File: config.mk
export PLATFORM = sky130hd
export DESIGN_NAME = hmf_csr
export DESIGN_NICKNAME = d
export VERILOG_FILES = /design/src/hmf_pkg.sv /design/src/hmf_csr.sv
export SDC_FILE = /design/constraint.sdc
export NUM_CORES = 1
export LEC_CHECK = 0
export BUFFER_PORTS_ARGS = -buffer_cell sky130_fd_sc_hd__buf_2
export CELL_PAD_IN_SITES_DETAIL_PLACEMENT = 0
export CELL_PAD_IN_SITES_GLOBAL_PLACEMENT = 1
export CORE_MARGIN = 5
export CORE_UTILIZATION = 48
export CTS_CLUSTER_DIAMETER = 60
export DETAILED_ROUTE_END_ITERATION = 6
export PLACE_DENSITY = 0.9
export REMOVE_ABC_BUFFERS = 1
export SLEW_MARGIN = 40
export SYNTH_ARGS = -nofsm -noshare
export SYNTH_HDL_FRONTEND = slang
export SYNTH_SLANG_ARGS = --single-unit
File: constraint.sdc
create_clock -name pclk -period 8.1 [get_ports pclk]
set_input_delay 0.81 -clock pclk [delete_from_list [all_inputs] [get_ports pclk]]
set_output_delay 0.81 -clock pclk [all_outputs]
set_load 0.02 [all_outputs]
File: src/hmf_pkg.sv
// Function
// Writing one to the skip bit moves the RX data read point to the next frame.
// Skip bit reads one while the skip runs and clears itself when it ends.
// Host should not read the RX data FIFO while the skip bit reads one.
// An 8-bit field shows the RX status FIFO words in use.
// A 16-bit field shows RX data FIFO bytes in use, rounded up to words.
// An 8-bit field shows the TX status FIFO words in use.
// A 16-bit field shows TX data FIFO free bytes, 1200h after reset.
// Host never pushes more TX bytes than the free field shows.
// A 32-bit counter adds one for every discarded received frame.
// Reading the discard counter returns the count, then clears it.
// Counter passing 7fffffff to 80000000 raises the discard halfway status bit.
// Writing one to the busy bit starts the indirect access to the addressed CSR.
// Busy stays set through the indirect access and clears itself when done.
// For an indirect read, busy clearing means the data register holds valid data.
// Host writes neither command nor data register while busy reads one.
// Command bit 30 selects direction: one reads, zero writes.
// The low command byte addresses the target MAC CSR.
// Data register returns fetched data after a read, last written value otherwise.
// Writing zero to the skip or busy bit leaves a running operation alone.
package hmf_pkg;
    // ------------------------------------------------------------
    // Register byte offsets
    // ------------------------------------------------------------
    localparam logic [7:0] OFF_SKIP_CTRL = 8'h78;
    localparam logic [7:0] OFF_RX_OCC = 8'h7c;
    localparam logic [7:0] OFF_TX_INFO = 8'h80;
    localparam logic [7:0] OFF_DROP_CNT = 8'ha0;
    localparam logic [7:0] OFF_IND_CMD = 8'ha4;
    localparam logic [7:0] OFF_IND_DATA = 8'ha8;
    localparam logic [7:0] OFF_INTERRUPT_STATUS_REG = 8'hb0;
    localparam logic [7:0] OFF_INT_CLR = 8'hb4;
    localparam logic [7:0] OFF_INT_EN = 8'hb8;
    // ------------------------------------------------------------
    // Field positions
    // ------------------------------------------------------------
    localparam int SKIP_BIT = 31;
    localparam int BUSY_BIT = 31;
    localparam int RNW_BIT = 30;
    localparam int ADDR_LSB = 0;
    localparam int ADDR_W = 8;
    localparam int USED_LSB = 16;
    localparam int BYTES_LSB = 0;
    localparam int INT_SKIP_DONE = 0;
    localparam int INT_IND_DONE = 1;
    localparam int INT_HALFWAY = 23;
    localparam logic [31:0] INT_MASK = 32'h0080_0003;
    // ------------------------------------------------------------
    // Reset and threshold values
    // ------------------------------------------------------------
    localparam logic [15:0] TX_FREE_RST = 16'h1200;
    localparam logic [31:0] DROP_HALF_FROM = 32'h7fff_ffff;
    // ------------------------------------------------------------
    // Indirect access states
    // ------------------------------------------------------------
    typedef enum logic [1:0] {
        HMF_IDLE = 2'b00,
        HMF_WAIT = 2'b01
    } hmf_state_t;
endpackage

File: src/hmf_csr.sv
`timescale 1ns/1ps
`default_nettype none
module hmf_csr #(
    parameter int PADDR_W = 8
) (
    input wire logic pclk,
    input wire logic presetn,
    input wire logic psel,
    input wire logic penable,
    input wire logic pwrite,
    input wire logic [PADDR_W-1:0] paddr,
    input wire logic [31:0] pwdata,
    input wire logic [3:0] pstrb,
    output logic pready,
    output logic [31:0] prdata,
    output logic pslverr,
    output logic irq,
    output logic rx_skip_to_next_frame,
    input wire logic rx_skip_done,
    input wire logic [7:0] rx_status_words_used,
    input wire logic [15:0] rx_data_bytes_used,
    input wire logic [7:0] tx_status_words_used,
    input wire logic [15:0] tx_data_bytes_free,
    input wire logic frame_discarded,
    output logic mac_csr_req,
    output logic mac_csr_rnw,
    output logic [7:0] mac_csr_addr,
    output logic [31:0] mac_csr_wdata,
    input wire logic mac_csr_ack,
    input wire logic [31:0] mac_csr_rdata
);
    // ------------------------------------------------------------
    // Parameter check
    // ------------------------------------------------------------
    if (PADDR_W < 8) begin : g_bad_addr
        $error("PADDR_W must be at least 8");
    end

    // ------------------------------------------------------------
    // Address decode
    // ------------------------------------------------------------
    function automatic logic hit(input logic [PADDR_W-1:0] a, input logic [7:0] off);
        logic [PADDR_W-1:0] full;
        full = PADDR_W'(off);
        // Word compare: byte lane bits of the address never select a register
        hit = (a[PADDR_W-1:2] == full[PADDR_W-1:2]);
    endfunction

    logic setup_w;
    logic access_w;
    logic wr_w;
    logic rd_w;
    assign setup_w = psel && !penable && !pready;
    assign access_w = psel && penable && pready;
    assign wr_w = access_w && pwrite;
    assign rd_w = access_w && !pwrite;

    logic sel_skip;
    logic sel_rxocc;
    logic sel_txinf;
    logic sel_drop;
    logic sel_cmd;
    logic sel_data;
    logic sel_ists;
    logic sel_iclr;
    logic sel_ien;
    logic mapped_w;
    assign sel_skip = hit(paddr, hmf_pkg::OFF_SKIP_CTRL);
    assign sel_rxocc = hit(paddr, hmf_pkg::OFF_RX_OCC);
    assign sel_txinf = hit(paddr, hmf_pkg::OFF_TX_INFO);
    assign sel_drop = hit(paddr, hmf_pkg::OFF_DROP_CNT);
    assign sel_cmd = hit(paddr, hmf_pkg::OFF_IND_CMD);
    assign sel_data = hit(paddr, hmf_pkg::OFF_IND_DATA);
    assign sel_ists = hit(paddr, hmf_pkg::OFF_INTERRUPT_STATUS_REG);
    assign sel_iclr = hit(paddr, hmf_pkg::OFF_INT_CLR);
    assign sel_ien = hit(paddr, hmf_pkg::OFF_INT_EN);
    assign mapped_w = sel_skip | sel_rxocc | sel_txinf | sel_drop | sel_cmd
                    | sel_data | sel_ists | sel_iclr | sel_ien;

    // ------------------------------------------------------------
    // State
    // ------------------------------------------------------------
    logic pready_r;
    logic [31:0] prdata_r;
    logic pslverr_r;
    logic skip_busy_r;
    logic [7:0] rx_sused_r;
    logic [15:0] rx_dused_r;
    logic [7:0] tx_sused_r;
    logic [15:0] tx_free_r;
    logic [31:0] drop_cnt_r;
    logic [31:0] drop_snap_r;
    hmf_pkg::hmf_state_t state_r;
    logic rnw_r;
    logic [7:0] csr_addr_r;
    logic [31:0] data_r;
    logic [31:0] interrupt_status_reg_r;
    logic [31:0] int_en_r;
    logic irq_r;

    logic busy_w;
    assign busy_w = (state_r == hmf_pkg::HMF_WAIT);

    // ------------------------------------------------------------
    // Read data selection
    // ------------------------------------------------------------
    logic [31:0] skip_rd;
    logic [31:0] rxocc_rd;
    logic [31:0] txinf_rd;
    logic [31:0] cmd_rd;
    logic [31:0] rd_mux;
    assign skip_rd = {skip_busy_r, 31'h0000_0000};
    assign rxocc_rd = {8'h00, rx_sused_r, rx_dused_r};
    assign txinf_rd = {8'h00, tx_sused_r, tx_free_r};
    assign cmd_rd = {busy_w, rnw_r, 22'h00_0000, csr_addr_r};
    assign rd_mux = sel_skip ? skip_rd :
                    sel_rxocc ? rxocc_rd :
                    sel_txinf ? txinf_rd :
                    sel_drop ? drop_cnt_r :
                    sel_cmd ? cmd_rd :
                    sel_data ? data_r :
                    sel_ists ? interrupt_status_reg_r :
                    sel_ien ? int_en_r : 32'h0000_0000;

    // ------------------------------------------------------------
    // APB answer: one wait-free access cycle after setup
    // ------------------------------------------------------------
    always_ff @(posedge pclk or negedge presetn) begin
        if (!presetn) begin
            pready_r <= 1'b0;
            prdata_r <= 32'h0000_0000;
            pslverr_r <= 1'b0;
        end else begin
            pready_r <= setup_w;
            prdata_r <= (setup_w && !pwrite) ? rd_mux : 32'h0000_0000;
            pslverr_r <= setup_w && !mapped_w;
        end
    end

    // ------------------------------------------------------------
    // FIFO level readouts
    // ------------------------------------------------------------
    always_ff @(posedge pclk or negedge presetn) begin
        if (!presetn) begin
            rx_sused_r <= 8'h00;
            rx_dused_r <= 16'h0000;
            tx_sused_r <= 8'h00;
            tx_free_r <= hmf_pkg::TX_FREE_RST;
        end else begin
            rx_sused_r <= rx_status_words_used;
            rx_dused_r <= rx_data_bytes_used;
            tx_sused_r <= tx_status_words_used;
            tx_free_r <= tx_data_bytes_free;
        end
    end

    // ------------------------------------------------------------
    // Receive skip to next frame
    // ------------------------------------------------------------
    logic skip_start_w;
    assign skip_start_w = wr_w && sel_skip && pwdata[hmf_pkg::SKIP_BIT] && pstrb[3];

    always_ff @(posedge pclk or negedge presetn) begin
        if (!presetn) begin
            skip_busy_r <= 1'b0;
        end else if (skip_busy_r) begin
            // Writes of zero cannot abort a running skip
            skip_busy_r <= !rx_skip_done;
        end else begin
            skip_busy_r <= skip_start_w;
        end
    end

    // ------------------------------------------------------------
    // Discarded frame counter
    // ------------------------------------------------------------
    logic drop_rc_w;
    logic [31:0] drop_base_w;
    logic [31:0] drop_nxt;
    logic half_w;
    assign drop_rc_w = rd_w && sel_drop;
    // Subtract the snapshot so a discard between setup and access survives the clear
    assign drop_base_w = drop_rc_w ? drop_cnt_r - drop_snap_r : drop_cnt_r;
    assign drop_nxt = drop_base_w + {31'h0000_0000, frame_discarded};
    assign half_w = frame_discarded && (drop_base_w == hmf_pkg::DROP_HALF_FROM);

    always_ff @(posedge pclk or negedge presetn) begin
        if (!presetn) begin
            drop_cnt_r <= 32'h0000_0000;
            drop_snap_r <= 32'h0000_0000;
        end else begin
            drop_cnt_r <= drop_nxt;
            if (setup_w && !pwrite && sel_drop) begin
                drop_snap_r <= drop_cnt_r;
            end
        end
    end

    // ------------------------------------------------------------
    // Indirect MAC CSR access
    // ------------------------------------------------------------
    logic cmd_wr_w;
    logic ind_start_w;
    logic ind_done_w;
    assign cmd_wr_w = wr_w && sel_cmd && !busy_w;
    assign ind_start_w = cmd_wr_w && pwdata[hmf_pkg::BUSY_BIT] && pstrb[3];
    assign ind_done_w = busy_w && mac_csr_ack;

    always_ff @(posedge pclk or negedge presetn) begin
        if (!presetn) begin
            state_r <= hmf_pkg::HMF_IDLE;
        end else begin
            unique case (state_r)
                hmf_pkg::HMF_IDLE: begin
                    if (ind_start_w) begin
                        state_r <= hmf_pkg::HMF_WAIT;
                    end
                end
                hmf_pkg::HMF_WAIT: begin
                    // Only the MAC acknowledge ends busy; host writes are ignored
                    if (mac_csr_ack) begin
                        state_r <= hmf_pkg::HMF_IDLE;
                    end
                end
                default: begin
                    state_r <= hmf_pkg::HMF_IDLE;
                end
            endcase
        end
    end

    always_ff @(posedge pclk or negedge presetn) begin
        if (!presetn) begin
            rnw_r <= 1'b0;
            csr_addr_r <= 8'h00;
        end else if (cmd_wr_w) begin
            if (pstrb[3]) begin
                rnw_r <= pwdata[hmf_pkg::RNW_BIT];
            end
            if (pstrb[0]) begin
                csr_addr_r <= pwdata[hmf_pkg::ADDR_LSB +: hmf_pkg::ADDR_W];
            end
        end
    end

    genvar gi;
    generate
        for (gi = 0; gi < 4; gi++) begin : g_data_lane
            always_ff @(posedge pclk or negedge presetn) begin
                if (!presetn) begin
                    data_r[gi*8 +: 8] <= 8'h00;
                end else if (ind_done_w && rnw_r) begin
                    data_r[gi*8 +: 8] <= mac_csr_rdata[gi*8 +: 8];
                end else if (wr_w && sel_data && !busy_w && pstrb[gi]) begin
                    data_r[gi*8 +: 8] <= pwdata[gi*8 +: 8];
                end
            end
        end
    endgenerate

    // ------------------------------------------------------------
    // MAC side request, held until acknowledge
    // ------------------------------------------------------------
    always_ff @(posedge pclk or negedge presetn) begin
        if (!presetn) begin
            mac_csr_req <= 1'b0;
            mac_csr_rnw <= 1'b0;
            mac_csr_addr <= 8'h00;
            mac_csr_wdata <= 32'h0000_0000;
        end else if (ind_start_w) begin
            mac_csr_req <= 1'b1;
            mac_csr_rnw <= pwdata[hmf_pkg::RNW_BIT];
            mac_csr_addr <= pstrb[0] ? pwdata[7:0] : csr_addr_r;
            mac_csr_wdata <= data_r;
        end else if (mac_csr_ack) begin
            mac_csr_req <= 1'b0;
        end
    end

    // ------------------------------------------------------------
    // Interrupts
    // ------------------------------------------------------------
    logic [31:0] int_set_w;
    logic [31:0] int_clr_w;
    logic [31:0] interrupt_status_reg_nxt;
    logic skip_end_w;
    assign skip_end_w = skip_busy_r && rx_skip_done;
    assign int_set_w = ({31'h0000_0000, skip_end_w} << hmf_pkg::INT_SKIP_DONE)
                     | ({31'h0000_0000, ind_done_w} << hmf_pkg::INT_IND_DONE)
                     | ({31'h0000_0000, half_w} << hmf_pkg::INT_HALFWAY);
    assign int_clr_w = (wr_w && sel_iclr) ? pwdata : 32'h0000_0000;
    // Set wins over a clear in the same cycle
    assign interrupt_status_reg_nxt = ((interrupt_status_reg_r & ~int_clr_w) | int_set_w) & hmf_pkg::INT_MASK;

    always_ff @(posedge pclk or negedge presetn) begin
        if (!presetn) begin
            interrupt_status_reg_r <= 32'h0000_0000;
            int_en_r <= 32'h0000_0000;
            irq_r <= 1'b0;
        end else begin
            interrupt_status_reg_r <= interrupt_status_reg_nxt;
            if (wr_w && sel_ien) begin
                int_en_r <= pwdata & hmf_pkg::INT_MASK;
            end
            irq_r <= |(interrupt_status_reg_nxt & int_en_r);
        end
    end

    // ------------------------------------------------------------
    // Outputs
    // ------------------------------------------------------------
    assign pready = pready_r;
    assign prdata = prdata_r;
    assign pslverr = pslverr_r;
    assign irq = irq_r;
    assign rx_skip_to_next_frame = skip_busy_r;
endmodule
`default_nettype wire

==> results.toml, run 1 <==
[clocking]
post_cts_resized = 0
cts_max_level = 1
cts.sinks = 238
path_clk_slew_ps = 60
ctsLongestPathBuffers = 3
cts_tree = "built"
cts_made_buffers = 26
postCtsSetupRepairBufs = 0
cts-hold-fix-buffers = 0
cts_root_buffer = "clkbuf_16"
clkLatencyLatePin_ps = 520

[floorplan]
die-area_um2 = 28500
io_pins = 210
initial_core_util_pct = 48.4
die_h_um = 169
die_x_um = 169
rows = 58
core_um2 = 25000

[route]
drt_first_pass_iters = 6
drc_errors = 0
drt-initial-drc-count = 745
viasPerCell = 5.81
num_vias = 9846
wl_per_cell_um = 19.9
ant_nets = 0
wl_mm = 33.7

[global_route]
antenna_found_initial = 2
grt_pass1_wl_mm = 53.6
grt-ovfl-total = 0
use_met2_pct = 37.3
grt_usage_pct = 23.3
grt_busiest_layer = "met2"
grt_pass1_vias = 9771
globalRouteMet3Util_pct = 3.55
grtUsageMet1_pct = 33.8
grt_max_degree = 81

[timing]
fmaxAchievable_ghz = 0.237
period_needed_ps = 4220
slew_violations = 0
worstMarginPinSlew_ps = 793
setup_viol = 0
holdWs_ps = 180
finalHoldViolations = 0
skew_ps = 13.0
setup_tns_ps = 0
fin_crit_sh_pct = 52.1
max_slew_margin_pct = 46.7
rsz0062_at_grt = "no"

[pwr]
p_total_w = 0.00304
swShare_pct = 30.4
cellLeakagePower_nw = 6.99
power_density_nw_per_um2 = 213
clock_power_share_pct = 36.2
peakVddDrop_v = 0.000177
pwr-share-seq_pct = 41.7
internal-power_w = 0.00212
p_sw_w = 0.000923
p_comb_share_pct = 22.1

[synth]
async_flop_share_pct = 100
avgSynthCellArea_um2 = 10.5
synthesis.area_um2 = 12100
synth-seq-cells = 238
yosys_warnings = 0
synth.distinct_cells = 87
synth-main-ff-cell = "dfrtp_1"
synth_edf_count = 0
netlist_instances = 1153
seq_area_frac_synth_pct = 49.2

[layout]
synthToLayoutAreaGrowth_pct = 18.0
stdcell_count = 1695
layout.nets = 1512
drive_gt1_share_pct = 27.7

[hold_path]
hp-class = "in -> async"

[worst_setup_path]
crit_slowest_cell = "nor4b_1"
reg2regPathDepth = 14
r2r-end = "drop_cnt_r[31]"
crit_chain = "inv_1 -> ha_1 -> inv_1 -> fa_1 -> a21o_1 -> a221o_1 -> a2111o_1 -> a21oi_1 -> xor2_1 -> nor4b_1 -> o211ai_2 -> nand4bb_4 -> nor4_2 -> xnor2_1"
cpPeakStageDelay_ps = 580
worst_ep_arrival_time_ps = 4650
cp-startpoint = "drop_cnt_r[0]"
crit_path_max_fanout = 5
r2r-start = "drop_cnt_r[0]"
crit_top_cell = "inv_1"
worstSetupEndpointType = "flop"
cp_data_required_time_ps = 8530
reg2reg_setup_slack_ps = 3880
path_class = "reg -> reg"
crit_end = "drop_cnt_r[31]"
crit_path_start_kind = "flop"

[placement]
placed_cells = 1647
dp_hpwl_mm = 24.5
numPortBuffers = 207
place_congestion = 0.896

[job]
drv_cap = 0

[run_status]
run_status = "finished, final reports clean"
power groups by stage:
| stage | sequential (W) | combinational, W | clock, W |
|---|---|---|---|
| 4_1_cts | 0.00127 | 0.000662 | 0.00112 |
| 3_5_place_dp | 0.00129 | 0.000656 | 0 |
| 6_report | 0.00127 | 0.000672 | 0.00110 |
| 2_1_floorplan | 0.00127 | 0.000457 | 0 |
| 5_1_grt | 0.00127 | 0.000740 | 0.00117 |
| 3_3_place_gp | 0.00129 | 0.000652 | 0 |
sequential cells by signal, indices dropped and copies added, names as in the netlist, 8 cells and up:
signal,cells
csr_addr_r,8
drop_cnt_r,32
tx_sused_r,8
rx_dused_r,16
mac_csr_wdata,32
prdata,32
data_r,32
drop_snap_r,32
mac_csr_addr,8
rx_sused_r,8
tx_free_r,16
worst max-delay path: cells and delay by family (launching register included):
kind	cells	cell delay [ps]
AO/OA/AOI/OAI	5	1540
XOR/XNOR	2	310
flip-flops	1	410
buffers and inverters	2	150
AND/OR/NAND/NOR	3	1150
adder cells (fa/ha/maj)	2	580
worst min path at each step:
stage / end / from / depth (start not counted)
after floorplan: drop_snap_r[21] / drop_snap_r[21] / 2
after global placement: mac_csr_addr[4] / mac_csr_addr[4] / 2
after detailed placement: drop_snap_r[21] / drop_snap_r[21] / 2
after CTS: drop_snap_r[26] / presetn / 1
after global routing: drop_snap_r[25] / presetn / 1
final: drop_snap_r[27] / presetn / 1
routing by layer:
layer	up-vias	share of wire (%)
li1	4585	-
met4	2	2.0
met1	4832	44
met2	370	48
met5	-	0.039
met3	57	6.7
kinds of logic after synthesis:
logic type | synth area share (%)
XOR/XNOR | 2.96
AO/OA/AOI/OAI | 16.1
buffers and inverters | 3.46
flip-flops | 49.2
multiplexers | 10.8
adder cells (fa/ha/maj) | 3.68
AND/OR/NAND/NOR | 13.8
Yosys cell counts (6+ instances only):
| cell type | instances | area share (%) |
|---|---|---|
| nor2_1 | 57 | 1.8 |
| nand4_1 | 11 | 0.57 |
| o21ai_0 | 72 | 3.0 |
| clkbuf_1 | 31 | 0.96 |
| nor4_1 | 6 | 0.31 |
| a21o_1 | 18 | 1.1 |
| nand2_1 | 142 | 4.4 |
| mux2i_1 | 46 | 3.8 |
| o21a_1 | 8 | 0.50 |
| dfrtp_1 | 236 | 49 |
| nor3_1 | 19 | 0.79 |
| a222oi_1 | 27 | 2.2 |
| and3_1 | 20 | 1.0 |
| ha_1 | 34 | 3.5 |
| a31oi_1 | 10 | 0.52 |
| and2_1 | 13 | 0.67 |
| o211ai_1 | 6 | 0.37 |
| mux2_2 | 75 | 7.0 |
| a22oi_1 | 16 | 0.99 |
| a221oi_1 | 6 | 0.43 |
| xnor2_1 | 23 | 1.7 |
| xor2_1 | 18 | 1.3 |
| inv_1 | 47 | 1.5 |
| a21oi_1 | 64 | 2.6 |
| nand3_1 | 23 | 0.95 |
| buf_2 | 16 | 0.66 |
placed cells by master (no fill, tap or decap), types with 34 or more instances in the layout:
cell     netlist  layout
dfrtp_1      236     236
buf_2         16     206
ha_1          34      34
nor2_1        57      54
a21oi_1       64      61
nand2_1      142     141
o21ai_0       72      72
mux2i_1       46      46
inv_1         47      47
mux2_2        75      75
metrics by stage:
step / utilization [%] / setup WS, ps / cell area [um^2]
after floorplan: - / 3700 / 11900
after global placement: 53.7 / 3600 / 13400
after detailed placement: 53.9 / 3550 / 13500
after CTS: 57.0 / 3950 / 14300
after global routing: 57.1 / 3680 / 14300
final: 57.1 / 3880 / 14300
area by class of cell:
type / instances / area, um^2
tap: 330 / 413
fill: 2176 / 10700
clock inverter: 9 / 58.8
multi-input combinational: 813 / 5790
sequential: 238 / 5960
antenna: 2 / 5.00
clock buffer: 37 / 733
inverter: 47 / 176
timing repair buffer: 219 / 1160
Power figures use the tool's default switching activity.
==> run 2: changes to the inputs <==
--- a/config.mk
+++ b/config.mk
@@ -9,10 +9,10 @@
 export CELL_PAD_IN_SITES_DETAIL_PLACEMENT = 0
 export CELL_PAD_IN_SITES_GLOBAL_PLACEMENT = 1
 export CORE_MARGIN = 5
-export CORE_UTILIZATION = 48
+export CORE_UTILIZATION = 44
 export CTS_CLUSTER_DIAMETER = 60
 export DETAILED_ROUTE_END_ITERATION = 6
-export PLACE_DENSITY = 0.9
+export PLACE_DENSITY = 0.84
 export REMOVE_ABC_BUFFERS = 1
 export SLEW_MARGIN = 40
 export SYNTH_ARGS = -nofsm -noshare
==> constraint.sdc (replaced) <==
create_clock -name pclk -period 4.1 [get_ports pclk]
set_input_delay 0.41 -clock pclk [delete_from_list [all_inputs] [get_ports pclk]]
set_output_delay 0.41 -clock pclk [all_outputs]
set_load 0.02 [all_outputs]
==> run 2 against run 1 <==
The run now ends with design-rule violations left. Routed wire length is 3.6% higher. Clock power is 120% higher. Register-to-register slack worse by 3700 ps. Worst hold slack worse by 160 ps. Cell area is 4.7% higher. Die area is 8.5% higher. Largest cell class unchanged. Largest power group unchanged.
==> results.toml, run 2 (synthesized netlist as in run 1, its figures left out) <==
[worst_setup_path]
cpPeakStageDelay_ps = 420
path_class = "reg -> reg"
crit_family = "compound AO/OA/AOI/OAI gates"
crit_path_max_fanout = 5
worstSetupEndpointType = "flop"
worst_ep_arrival_time_ps = 4280
crit_chain = "inv_1 -> ha_1 -> inv_1 -> fa_1 -> a21o_1 -> a221o_1 -> buf_4 -> a31oi_1 -> o21a_1 -> xor2_1 -> o31ai_1 -> o211ai_2 -> nand4bb_4 -> nand2b_1 -> xnor2_1"
cp_data_required_time_ps = 4500
path_buf_inv = 3
crit_top_cell = "inv_1"
crit_path_start_kind = "flop"
crit_slowest_cell = "fa_1"

[placement]
dp_hpwl_mm = 25.6
place_congestion = 0.877
pre_cts_ws_ps = 236
numPortBuffers = 207
dpl_cell_area_um2 = 13600

[clocking]
cts.sinks = 238
cts_root_buffer = "clkbuf_16"
cts_max_level = 1
cts_made_buffers = 27
cts_tree = "built"
path_clk_slew_ps = 60
ctsLongestPathBuffers = 3
clkLatencyLatePin_ps = 530

[timing]
worstMarginPinSlew_ps = 801
setup_viol = 0
finalHoldViolations = 0
slew_violations = 0
worst_slack_ps = 222
setup_tns_ps = 0
skew_ps = 11.6
fmaxAchievable_ghz = 0.258
period_needed_ps = 3880
fin_crit_sh_pct = 94.6
max_slew_margin_pct = 46.6
rsz0062_at_grt = "no"
holdWs_ps = 17.0

[run_status]
failed_checks = "design-rule violations"
run_status = "complete, but fails checks"

[floorplan]
die_h_um = 176
rows = 60
die-area_um2 = 30900
initial_core_util_pct = 44.8
die_x_um = 176
io_pins = 210
core_um2 = 27000

[global_route]
grt_pass1_wl_mm = 55.3
grt_max_degree = 91
grt-ovfl-total = 0
grt_usage_pct = 22.1
antenna_found_initial = 2
grt_pass1_vias = 10230

[layout]
synthToLayoutAreaGrowth_pct = 23.6
multi_input_area_um2 = 5780
stdcell_area_um2 = 15000
final_cell_mix = "236 x dfrtp_1, 206 x buf_2, 142 x nand2_1, 75 x mux2_2, 72 x o21ai_0"
regArea_um2 = 5960
n_fill_cell = 2348
layout.nets = 1571
drive_gt1_share_pct = 27.7
layout_commonest_cell = "dfrtp_1"

[route]
drc_errors = 5
ant_nets = 0
drt_first_pass_iters = 7
wl_per_cell_um = 19.8
num_vias = 10040
wl_mm = 34.9
drt-initial-drc-count = 700
viasPerCell = 5.69

[pwr]
peakVddDrop_v = 0.000387
cellLeakagePower_nw = 7.28
power_density_nw_per_um2 = 426

[hold_path]
hp-class = "in -> reg"

[job]
drv_cap = 0
[run 2: layer usage]
metal / up-vias / track usage [%] / share of wire [%]
met1: 4952 / 30.6 / 44
met2: 317 / 36.6 / 48
met4: 2 / 5.65 / 2.2
met5: - / 0 / 0.032
met3: 56 / 3.55 / 5.6
li1: 4713 / - / -
[run 2: worst paths after layout]
path / start / cells past startpoint / slack, ps / to
worst min-delay path: tx_status_words_used[5] / 1 / 20 / tx_sused_r[5]
worst max register to register: drop_cnt_r[0] / 15 / 220 / drop_cnt_r[25]
min in group asynchronous: presetn / 2 / 460 / prdata[15]
worst min register to register: mac_csr_addr[4] / 2 / 480 / mac_csr_addr[4]
max in group asynchronous: presetn / 3 / 2620 / state_r[0]
worst max-delay path: drop_cnt_r[0] / 15 / 220 / drop_cnt_r[25]
[run 2: layout make-up]
type                    count  area share, %
flip-flops and latches    238           39.8
multi-input cells         813           38.6
repair buffers            277           11.4
clock buffers              36           5.07
well taps                 341           2.85
inverters                  47           1.18
clock inverters            13           1.11
diodes                      1         0.0167
[run 2: where the power goes]
part | switching, W | leakage (nW) | total (W) | internal (W)
logic | 0.000859 | 3.65 | 0.00142 | 0.000556
clock network | 0.00101 | 0.448 | 0.00247 | 0.00145
registers | 0.0000761 | 3.18 | 0.00250 | 0.00242
[run 2: metrics by stage]
step / total power, W / utilization [%] / std cells
after floorplan: 0.00342 / - / 1098
after global placement: 0.00384 / 50.2 / 1670
after detailed placement: 0.00386 / 50.2 / 1670
after CTS: 0.00637 / 55.3 / 1765
after global routing: 0.00665 / 55.4 / 1766
final: 0.00638 / 55.4 / 1766
[run 2: what timing repair did]
action	4_1_cts	5_1_grt
buffers inserted	0	0
endpoints found under the setup margin	0	4
resized for setup	0	2
endpoints found under the hold margin	132	0
hold buffers	46	0
[run 2: worst register-to-register path, cell delays in order, from the launching register on]
cell and delay (ps):
dfrtp_1 390, inv_1 110, ha_1 150, inv_1 50
fa_1 420, a21o_1 210, a221o_1 360, buf_4 170
a31oi_1 290, o21a_1 260, xor2_1 130, o31ai_1 350
o211ai_2 210, nand4bb_4 300, nand2b_1 190, xnor2_1 150
==> run 3: changes to the inputs <==
--- a/config.mk
+++ b/config.mk
@@ -12,7 +12,7 @@
 export CORE_UTILIZATION = 44
 export CTS_CLUSTER_DIAMETER = 60
 export DETAILED_ROUTE_END_ITERATION = 6
-export PLACE_DENSITY = 0.84
+export PLACE_DENSITY_LB_ADDON = 0.1
 export REMOVE_ABC_BUFFERS = 1
 export SLEW_MARGIN = 40
 export SYNTH_ARGS = -nofsm -noshare
==> run 3 against run 2 <==
The flow now finishes without violations. Worst setup slack gained 75 ps. Largest cell class unchanged. Maximum frequency grew 2.0%. Cell area grew 0.55%. Die area is the same.
==> results.toml, run 3 (synthesized netlist as in run 1, its figures left out) <==
[run_status]
run_status = "finished, final reports clean"

[route]
wl_per_cell_um = 20.4
drt-initial-drc-count = 643
drc_errors = 0
drt_first_pass_iters = 5
viasPerCell = 5.56
wl_mm = 36.1
num_vias = 9834
ant_nets = 0

[worst_setup_path]
cpPeakStageDelay_ps = 470
crit_slowest_cell = "a2111o_1"
path_class = "reg -> reg"
cp_data_required_time_ps = 4560
reg2regPathDepth = 14
crit_top_cell = "inv_1"
r2r-start = "drop_cnt_r[0]"
crit_family = "compound AO/OA/AOI/OAI gates"
crit_path_start_kind = "flop"
r2r-end = "drop_cnt_r[31]"
crit_chain = "inv_1 -> ha_1 -> inv_1 -> fa_1 -> a21o_1 -> a221o_1 -> a2111o_1 -> a21oi_1 -> xor2_1 -> nor4b_2 -> o211ai_2 -> nand4bb_4 -> nor4_2 -> xnor2_1"
reg2reg_setup_slack_ps = 300
worstSetupEndpointType = "flop"
worst_ep_arrival_time_ps = 4270
crit_path_max_fanout = 5
path_buf_inv = 2

[job]
drv_cap = 0

[timing]
worst_slack_ps = 297
fmaxAchievable_ghz = 0.263
max_slew_margin_pct = 52.5
finalHoldViolations = 0
worstMarginPinSlew_ps = 695
fin_crit_sh_pct = 92.8
rsz0062_at_grt = "no"
period_needed_ps = 3800
setup_tns_ps = 0
skew_ps = 16.8
slew_violations = 0
setup_viol = 0

[pwr]
p_total_w = 0.00643
peakVddDrop_v = 0.000368
power_density_nw_per_um2 = 427
cellLeakagePower_nw = 7.33

[floorplan]
die-area_um2 = 30900
die_x_um = 176
core_um2 = 27000
rows = 60
io_pins = 210
die_h_um = 176
initial_core_util_pct = 44.8

[hold_path]
hp-class = "in -> reg"
whs_path_depth = 2
min_to = "rx_skip_to_next_frame"
hp-start = "rx_skip_done"

[global_route]
grt_usage_pct = 23.1
antenna_found_initial = 2
grt_pass1_vias = 9996
grt_max_degree = 100
grt_pass1_wl_mm = 56.9
grt-ovfl-total = 0

[placement]
pre_cts_ws_ps = 230
dp_hpwl_mm = 26.6
numPortBuffers = 207
place_congestion = 0.875

[layout]
final_cell_mix = "236 x dfrtp_1, 206 x buf_2, 142 x nand2_1, 75 x mux2_2, 72 x o21ai_0"
drive_gt1_share_pct = 27.9
synthToLayoutAreaGrowth_pct = 24.3
final_core_util_pct = 55.7
layout_commonest_cell = "dfrtp_1"
layout.nets = 1575

[clocking]
postCtsSetupRepairBufs = 0
cts.sinks = 238
ctsLongestPathBuffers = 3
cts_tree = "built"
clkLatencyLatePin_ps = 550
cts_made_buffers = 28
path_clk_slew_ps = 60
cts_root_buffer = "clkbuf_16"
cts_max_level = 1
-- run 3: cell types whose count changed in the layout (fill, tap and decap cells not counted) --
cell | previous run | this run
inv_8 | 2 | 1
buf_16 | 0 | 1
clkbuf_16 | 27 | 28
clkbuf_1 | 4 | 2
clkinv_8 | 2 | 1
clkinvlp_4 | 2 | 1
clkinv_2 | 2 | 6
dlygate4sd3_1 | 46 | 49
buf_4 | 23 | 22
bufinv_16 | 2 | 3
-- run 3: per-layer routing --
| metal | track usage [%] | vias up | wire length (um) |
|---|---|---|---|
| met2 | 37.2 | 240 | 16500 |
| met5 | 0 | - | 7 |
| li1 | - | 4701 | - |
| met3 | 4.43 | 52 | 1870 |
| met4 | 4.61 | 2 | 870 |
| met1 | 33.0 | 4839 | 16900 |
-- run 3: worst max-delay path by stage --
stage / slack, ps / cells after the start / endpoint / from
6_report: 300 / 14 / drop_cnt_r[31] / drop_cnt_r[0]
5_1_grt: 70 / 14 / drop_cnt_r[27] / drop_cnt_r[0]
4_1_cts: 190 / 14 / drop_cnt_r[31] / drop_cnt_r[0]
3_5_place_dp: 230 / 14 / drop_cnt_r[25] / drop_cnt_r[0]
3_3_place_gp: 270 / 14 / drop_cnt_r[25] / drop_cnt_r[0]
2_1_floorplan: 60 / 12 / drop_cnt_r[25] / pready
-- run 3: power breakdown --
part / internal, W / switching, W
Sequential: 0.00242 / 0.0000740
Combinational: 0.000556 / 0.000830
Clock: 0.00154 / 0.00101
Total: 0.00452 / 0.00192
-- run 3: timing repair --
action,4_1_cts,5_1_grt
hold buffers,49,0
gates resized for setup,0,2
hold endpoints to repair,142,0
setup endpoints to repair,0,5
-- run 3: final cells by class --
type | instances | area [um^2]
Inverter | 47 | 176
Multi-Input combinational cell | 813 | 5780
Clock buffer | 35 | 777
Antenna cell | 1 | 2.50
Clock inverter | 15 | 181
Timing Repair Buffer | 280 | 1750
Sequential cell | 238 | 5960
Tap cell | 341 | 427
Fill cell | 2461 | 12000
-- run 3: per-stage QoR --
stage	hold WS, ps	std cells	instance area [um^2]
after floorplan	114	1098	11900
after global routing	61.0	1770	15100
after detailed placement	469	1669	13600
final	67.1	1770	15100
after global placement	466	1669	13500
after CTS	48.1	1768	15000
